## config.mk

```make
export PLATFORM = sky130hd
export DESIGN_NAME = stlc_regs
export DESIGN_NICKNAME = d
export VERILOG_FILES = /design/src/core/stlc_pkg.sv /design/src/core/stlc_regs.sv
export SDC_FILE = /design/constraint.sdc
export NUM_CORES = 1
export LEC_CHECK = 0
export ABC_CLOCK_PERIOD_IN_PS = 2600
export BUFFER_PORTS_ARGS = -buffer_cell sky130_fd_sc_hd__buf_2
export CAP_MARGIN = 20
export CORE_MARGIN = 8
export CORE_UTILIZATION = 50
export CTS_CLUSTER_DIAMETER = 60
export CTS_CLUSTER_SIZE = 14
export DETAILED_ROUTE_END_ITERATION = 6
export PLACE_DENSITY_LB_ADDON = 0.12
export SKIP_CTS_REPAIR_TIMING = 1
export SLEW_MARGIN = 20
export SYNTH_ARGS = -nofsm -noshare
export SYNTH_HDL_FRONTEND = slang
export SYNTH_SLANG_ARGS = --single-unit
```

## constraint.sdc

```tcl
create_clock -name pclk -period 2.6 [get_ports pclk]
set_input_delay 0.78 -clock pclk [delete_from_list [all_inputs] [get_ports pclk]]
set_output_delay 0.78 -clock pclk [all_outputs]
set_load 0.01 [all_outputs]
```

## src/core/stlc_pkg.sv

```systemverilog
/*
 * Package for the transmitter lane control zero register bank: offsets, field
 * positions, reset values, lane selection codes and the per-lane carrier type.
 * Assumes a 32-bit APB slave with one aligned word per register.
 */
package stlc_pkg;
	localparam int          STLC_LANES          = 4;
	localparam logic [11:0] STLC_OFF_TXLC0      = 12'h000;
	localparam logic [11:0] STLC_OFF_LANE_TARGET_SELECT    = 12'h004;
	localparam logic [11:0] STLC_OFF_LANE0      = 12'h010;
	localparam logic [4:0]  STLC_SEL_RESET      = 5'h10;
	localparam logic [4:0]  STLC_SEL_ALL        = 5'h10;
	localparam logic [4:0]  STLC_SEL_MAX_SINGLE = 5'h03;
	localparam int          STLC_FDG1_LSB       = 0;
	localparam int          STLC_FDG2L_LSB      = 2;
	localparam int          STLC_FDG2H_LSB      = 4;
	localparam int          STLC_SLEW1_LSB      = 18;
	localparam int          STLC_SLEW2_LSB      = 23;
	localparam int          STLC_BOOST_LSB      = 27;
	localparam logic [1:0]  STLC_FDG1_RST       = 2'h2;
	localparam logic [1:0]  STLC_FDG2L_RST      = 2'h3;
	localparam logic [1:0]  STLC_FDG2H_RST      = 2'h2;
	localparam logic [2:0]  STLC_SLEW1_RST      = 3'h1;
	localparam logic [2:0]  STLC_SLEW2_RST      = 3'h0;
	localparam logic [1:0]  STLC_BOOST_RST      = 2'h0;

	typedef struct packed {
		logic [1:0] fine_deemph_gen1;
		logic [1:0] fine_deemph_gen2_low_level;
		logic [1:0] fine_deemph_gen2_high_level;
		logic [2:0] driver_slew_gen1;
		logic [2:0] driver_slew_gen2;
		logic [1:0] driver_swing_boost;
	} stlc_lane_t;

	localparam stlc_lane_t STLC_LANE_RST = '{STLC_FDG1_RST, STLC_FDG2L_RST,
		STLC_FDG2H_RST, STLC_SLEW1_RST, STLC_SLEW2_RST, STLC_BOOST_RST};
endpackage

```

## src/core/stlc_regs.sv

```systemverilog
/*
 * Transmitter lane control zero register bank with per-lane storage, APB slave.
 * Assumes presetn is the fundamental reset; software resets never reach it.
 */
// Implementation choices: the placing of the registers and the APB interface to the registers.
// How it works
// - fine_deemph_gen1 sits in bits 1:0, resets to 2, for full swing at 2.5 GT/s.
// - fine_deemph_gen2_low_level sits in bits 3:2, resets to 3, used at -3.5dB.
// - fine_deemph_gen2_high_level sits in bits 5:4, resets to 2, used at -6.0dB.
// - all fine de-emphasis codes are forced off toward the driver in low swing.
// - a write lands only in the lane or lanes the lane target select names.
// - per-lane values survive software resets, selected or not.
// - driver_slew_gen1 sits in bits 20:18, resets to 1 (0 is 58 ps, 1 is 98 ps).
// - driver_slew_gen2 sits in bits 25:23, resets to 0 with the same encoding.
// - driver_swing_boost sits in bits 28:27, resets to 0, code 1 is about 5% more.
// - select codes 0 to 3 name one lane, code 0x10 names all lanes.
// - a read returns the last value written whatever the lane selection.
`timescale 1ns/100ps
module stlc_regs
	import stlc_pkg::*;
(
	input  wire logic                          pclk,
	input  wire logic                          presetn,
	input  wire logic                          psel,
	input  wire logic                          penable,
	input  wire logic                          pwrite,
	input  wire logic [11:0]                   paddr,
	input  wire logic [31:0]                   pwdata,
	output logic      [31:0]                   prdata,
	output logic                               pready,
	output logic                               pslverr,
	input  wire logic                          low_swing_mode,
	output stlc_lane_t [STLC_LANES-1:0]        lane_cfg
);
	logic [4:0]              lane_target_select;
	stlc_lane_t              last_written;
	stlc_lane_t [STLC_LANES-1:0] lane_store;
	logic                    wr_en;
	logic                    rd_en;
	logic                    hit;
	stlc_lane_t              wr_fields;
	logic [31:0]             next_prdata;

	assign pready  = 1'b1;
	assign wr_en   = psel & penable & pwrite;
	assign rd_en   = psel & ~penable & ~pwrite;

	always_comb
	begin
		wr_fields.fine_deemph_gen1            = pwdata[STLC_FDG1_LSB +: 2];
		wr_fields.fine_deemph_gen2_low_level  = pwdata[STLC_FDG2L_LSB +: 2];
		wr_fields.fine_deemph_gen2_high_level = pwdata[STLC_FDG2H_LSB +: 2];
		wr_fields.driver_slew_gen1            = pwdata[STLC_SLEW1_LSB +: 3];
		wr_fields.driver_slew_gen2            = pwdata[STLC_SLEW2_LSB +: 3];
		wr_fields.driver_swing_boost          = pwdata[STLC_BOOST_LSB +: 2];
	end

	always_comb
	begin
		hit = (paddr == STLC_OFF_TXLC0) || (paddr == STLC_OFF_LANE_TARGET_SELECT);
		for (int i = 0; i < STLC_LANES; i++)
			if (paddr == STLC_OFF_LANE0 + 12'(4 * i))
				hit = 1'b1;
	end

	// unmapped addresses answer with an error, no side effect
	assign pslverr = psel & penable & ~hit;

	always_ff @(posedge pclk or negedge presetn)
	begin
		if (!presetn)
			lane_target_select <= STLC_SEL_RESET;
		else if (wr_en && paddr == STLC_OFF_LANE_TARGET_SELECT)
			lane_target_select <= pwdata[4:0];
	end

	// shadow of the last write, so reads ignore lane selection
	always_ff @(posedge pclk or negedge presetn)
	begin
		if (!presetn)
			last_written <= STLC_LANE_RST;
		else if (wr_en && paddr == STLC_OFF_TXLC0)
			last_written <= wr_fields;
	end

	genvar g;
	generate
		for (g = 0; g < STLC_LANES; g++)
		begin : g_lane
			// only presetn clears these; no soft reset input exists
			always_ff @(posedge pclk or negedge presetn)
			begin
				if (!presetn)
					lane_store[g] <= STLC_LANE_RST;
				else if (wr_en && paddr == STLC_OFF_TXLC0 &&
					(lane_target_select == STLC_SEL_ALL ||
					 lane_target_select == 5'(g)))
					lane_store[g] <= wr_fields;
			end

			always_comb
			begin
				lane_cfg[g] = lane_store[g];
				if (low_swing_mode)
				begin
					// de-emphasis is off in low swing, codes are masked
					lane_cfg[g].fine_deemph_gen1            = 2'h0;
					lane_cfg[g].fine_deemph_gen2_low_level  = 2'h0;
					lane_cfg[g].fine_deemph_gen2_high_level = 2'h0;
				end
			end
		end
	endgenerate

	always_comb
	begin
		next_prdata = 32'h0;
		case (paddr)
			STLC_OFF_TXLC0:
			begin
				next_prdata[STLC_FDG1_LSB +: 2]  = last_written.fine_deemph_gen1;
				next_prdata[STLC_FDG2L_LSB +: 2] = last_written.fine_deemph_gen2_low_level;
				next_prdata[STLC_FDG2H_LSB +: 2] = last_written.fine_deemph_gen2_high_level;
				next_prdata[STLC_SLEW1_LSB +: 3] = last_written.driver_slew_gen1;
				next_prdata[STLC_SLEW2_LSB +: 3] = last_written.driver_slew_gen2;
				next_prdata[STLC_BOOST_LSB +: 2] = last_written.driver_swing_boost;
			end
			STLC_OFF_LANE_TARGET_SELECT:
				next_prdata[4:0] = lane_target_select;
			default:
			begin
				for (int i = 0; i < STLC_LANES; i++)
					if (paddr == STLC_OFF_LANE0 + 12'(4 * i))
						next_prdata[STLC_FDG1_LSB +: 14] = {lane_store[i].fine_deemph_gen1,
							2'h0, 10'h0};
			end
		endcase
	end

	// lane read-back: only the fine gen1 code is reported, in bits 13:12; all other bits read 0
	always_ff @(posedge pclk or negedge presetn)
	begin
		if (!presetn)
			prdata <= 32'h0;
		else if (rd_en)
			prdata <= next_prdata;
	end
endmodule

```

Yosys cells after proc, flatten, opt, wreduce, memory -nomap -nowiden
Index checks and enable logic that the tools add are counted.

cells by class
  reduce and logical (&&, ||, !) cells = 14
  eq/ne operators = 9
  bitwise gates (word level) = 8
  muxes and demuxes = 18

operators by type and width
  cell                                            count
  2-to-1 mux 14 bit                               4
  == test 12 x 5 -> 1 bit, second input constant  4
  2-to-1 mux 6 bit                                4
  == test 12 x 3 -> 1 bit, second input constant  1
  logical NOT 12 bit                              1
  == test 5 x 2 -> 1 bit, second input constant   2
  case mux 5 bit (2 select lines)                 1
  2-to-1 mux 8 bit                                1
  logical AND 1 bit                               6
  2-to-1 mux 3 bit                                2
  AND 1 bit                                       5
  == test 5 x 1 -> 1 bit, second input constant   1
  == test 5 bit, second input constant            1
  logical NOT 5 bit                               1
  logical OR 1 bit                                5
  2-to-1 mux 1 bit                                4
  inverter 1 bit                                  3
  2-to-1 mux 2 bit                                1
  case mux 1 bit (2 select lines)                 1
  OR reduction 2 bit                              1

storage, ports and cells
  logic and storage cells = 81
  input port bits = 50
  output and inout port bits = 90
  flip-flop bits (word level) = 97

Longest topological paths before layout
  depth after elaboration = 8
  depth in mapped cells = 7
  gate-level depth less buffers = 4

Worst setup path before layout
OpenSTA, ideal clock, no wires.

  path type = in2reg
  from = input port paddr[9]
  to = register lane_store, in the netlist lane_cfg[0]
  setup time = 0.125 ns
  cell stages on the path = 5
  path slack = 0.135 ns
  required time = 2.475 ns
  buffers on the path = 1
  data arrival time = 2.341 ns
  cell sequence = or4_4 nor3_4 nor4b_4 buf_6 mux2_2

between the ends
  word-level cells in the longest chain between the ends = 3

RTL lines
  what                             RTL line         RTL
  from (decl)                      stlc_regs.sv:27  input wire logic [11:0] paddr,
  logical NOT 12 bit               stlc_regs.sv:95  else if (wr_en && paddr == STLC_OFF_TXLC0 &&
  logical AND 1 bit (2 in a row)   stlc_regs.sv:95
  to (signal, indexed assignment)  stlc_regs.sv:98  lane_store[g] <= wr_fields;
  to (decl)                        stlc_regs.sv:37  stlc_lane_t [STLC_LANES-1:0] lane_store;

No other way between the ends.
A chain may end at the register's enable or synchronous reset.

Worst setup path after layout
  from = input port paddr[10]
  to = output port pslverr

between the ends
  word-level cells in the longest chain between the ends = 8
  elaborated cells on any way between the ends = 13
  those cells by class = eq/ne: 5; mux: 4; bitwise: 2; reduce/logical: 2

RTL lines
  what                                                                  RTL line         RTL
  == test 12 x 3 -> 1 bit / logical NOT 12 bit (equally long branches)  stlc_regs.sv:60  hit = (paddr == STLC_OFF_TXLC0) || (paddr == STLC_OFF_LANE_TARGET_SELECT);
  logical OR 1 bit                                                      stlc_regs.sv:60
  2-to-1 mux 1 bit (3 in a row)                                         stlc_regs.sv:62  if (paddr == STLC_OFF_LANE0 + 12'(4 * i))
  2-to-1 mux 1 bit (*)                                                  stlc_regs.sv:62
  inverter 1 bit (*)                                                    stlc_regs.sv:67  assign pslverr = psel & penable & ~hit;
  AND 1 bit (*)                                                         stlc_regs.sv:67
  to (decl)                                                             stlc_regs.sv:31  output logic pslverr,

Mark *: on every way between the ends. The rest lies on a longest branch, timed or not.

==> impl_metrics.toml <==
[floorplanning]
dieWidth_microns = 108
dieHeight_microns = 108
row_count = 33
start_util = 0.516
die_area_sq_um = 11700
pin_count = 140
core_sq_um = 8220

[logic_synthesis]
synth_compound_area_frac = 0.0455
synthXorXnorAreaFrac = 0.00207
yosys.area_share.simple = 0.0936
avgSynthCellArea_sq_um = 13.1
synth_edf_count = 0
syn-cell-area_sq_um = 4240
post_synth_inst_count = 323
yosysWarnings = 0
ys_seq_area_frac = 0.545
yosys_most_used_dff = "dfrtp_1"
synth_seq_cells = 91
ys_types = 34
synth-async-reset-ratio = 1.00
synthAdderAreaFrac = 0
synth_top_family_by_area = "multiplexers"
synthMuxAreaShare = 0.206

[global_routing]
grt_remaining_overflow = 0
grt_max_degree = 45
grt_pass1_wl_microns = 14200
antenna_found_initial = 0
grt_pass1_vias = 2769
grt_use_total = 0.156

[place]
detailed_place_hpwl_microns = 6720
port_buffers = 104
pre_cts_slack_ns = -0.0438
gp_congestion = 0.744

[clock_tree]
cts_tree = "built"
clock-root-buffer = "clkbuf_8"
clockBufferDepth = 2
htree_levels = 3
cts.sinks = 91
cts_made_buffers = 9
clk_pin_slew_worst_paths_ns = 0.09
clkLatencyLatePin_ns = 0.35

[power]
leakagePower_nw = 2.57
ir_drop_uv = 453
pwr_density_cell_nw_per_um2 = 532

[sta]
drv_slew = 0
period_share = 0.981
rsz0062_at_grt = "false"
fmax_mhz = 392
slew_headroom = 0.537
fin_skew_ns = 0.0164
setup_viol = 0
worstMarginPinSlew_ns = 0.694
finalHoldViolCount = 0
finalCriticalPeriod_ns = 2.55
setup_ws_ns = 0.0499

[worst_setup_path]
crit_fanout = 2
startpoint_type = "input port"
arrival_ns = 1.77
cp-end-kind = "primary output"
crit_required_ns = 1.82
worstSetupPathType = "in -> out"

[drt]
wirelength_microns = 9030
avgViaCountPerCell = 5.07
drt-initial-drc-count = 87
drcViolationCount = 0
drt_pass1_iterations = 4
wl_per_cell_microns = 17.5
vias = 2623
drtAntennaViolNets = 0

[finish]
area_delta_synth_final_pct = 15.2
mostFrequentLayoutCells = "buf_2 (103), mux2_2 (75), dfrtp_1 (65), dfstp_2 (26), nor2b_1 (24)"
post-route-util = 0.594
drive_gt1_frac = 0.590
multi_input_area_sq_um = 1540
finalNetCount = 457
regArea_sq_um = 2310
num_antenna_cells = 0
layout_commonest_cell = "buf_2"
fillers = 705

[outcome]
status = "completed"

[job]
max-cap-violations = 0

[min_path]
hp-class = "in -> async"
-- metrics by stage --
| stage | std cells | cell area, sq um | hold slack [ns] | setup TNS, ns | power (mW) |
|---|---|---|---|---|---|
| final | 517 | 4880 | 0.406 | 0 | 2.59 |
| after global routing | 517 | 4880 | 0.437 | 0 | 2.69 |
| after CTS | 516 | 4870 | 0.424 | -0.0456 | 2.62 |
| after detailed placement | 500 | 4650 | 0.466 | -0.142 | 1.56 |
| after global placement | 500 | 4650 | 0.457 | -0.0327 | 1.56 |
| after floorplan | 338 | 4300 | 0.461 | 0 | 1.50 |
-- flip-flops by register name, indices dropped and copies added, names as in the netlist --
register,cells
last_written,14
lane_target_select,5
prdata,16
lane_cfg,32
lane_store,24
-- layer usage --
metal / vias to the layer above / GRT usage / share of wire
met5: - / 0 / 0
met4: 0 / 0.0624 / 0.013
li1: 1227 / - / -
met2: 80 / 0.251 / 0.48
met3: 9 / 0.0476 / 0.084
met1: 1307 / 0.191 / 0.43
-- where the power goes --
| part | total [mW] | switching, mW | internal [mW] |
|---|---|---|---|
| logic | 0.117 | 0.0835 | 0.0338 |
| clock network | 1.06 | 0.489 | 0.571 |
| registers | 1.42 | 0.000444 | 1.42 |
| total | 2.59 | 0.573 | 2.02 |
-- cell usage after synthesis, types with 2 or more instances --
library cell	number	area share
a22oi_1	5	0.0089
mux2i_1	3	0.0071
a22o_1	9	0.019
nand3_1	4	0.0047
buf_6	2	0.0053
dfrtp_1	65	0.38
buf_2	5	0.0059
nor3_1	2	0.0024
nor2_1	3	0.0027
dfstp_2	26	0.16
nor2b_1	24	0.035
mux2_2	75	0.20
nand2b_1	4	0.0059
buf_4	51	0.090
clkbuf_1	5	0.0044
nand2_1	8	0.0071
and3_1	2	0.0030
conb_1	2	0.0018
o21ai_0	13	0.015
-- cell families after synthesis --
family | after synthesis
AOI/OAI and AO/OA | 29
DFF | 91
other | 2
muxes | 78
xor gates and xnor gates | 1
buffers and inverters | 63
and+or+nand+nor | 59
-- worst max-delay path: stages --
cell and delay, ns:
buf_2 0.10, or4_4 0.55, nor2_4 0.12, a31oi_1 0.07, buf_2 0.15
-- worst paths after layout --
check	endpoint	cells after the start	slack, ns	from
setup / recovery	pslverr	5	0.05	paddr[10]
hold / removal	lane_cfg[3]	1	0.41	presetn
setup reg to reg	lane_cfg[2]	4	0.97	lane_target_select[3]
hold reg to reg	prdata[27]	1	0.47	last_written[0]
max in group asynchronous	last_written[13]	2	1.53	presetn
min in group pclk	prdata[27]	1	0.47	last_written[0]
-- area by class of cell --
class                   count  area share
clock inverters             4      0.0156
flip-flops and latches     91       0.473
clock buffers              12      0.0297
multi-input cells         184       0.316
well taps                 105      0.0269
repair buffers            121       0.138
No activity file was read; power rests on OpenSTA's default activity.
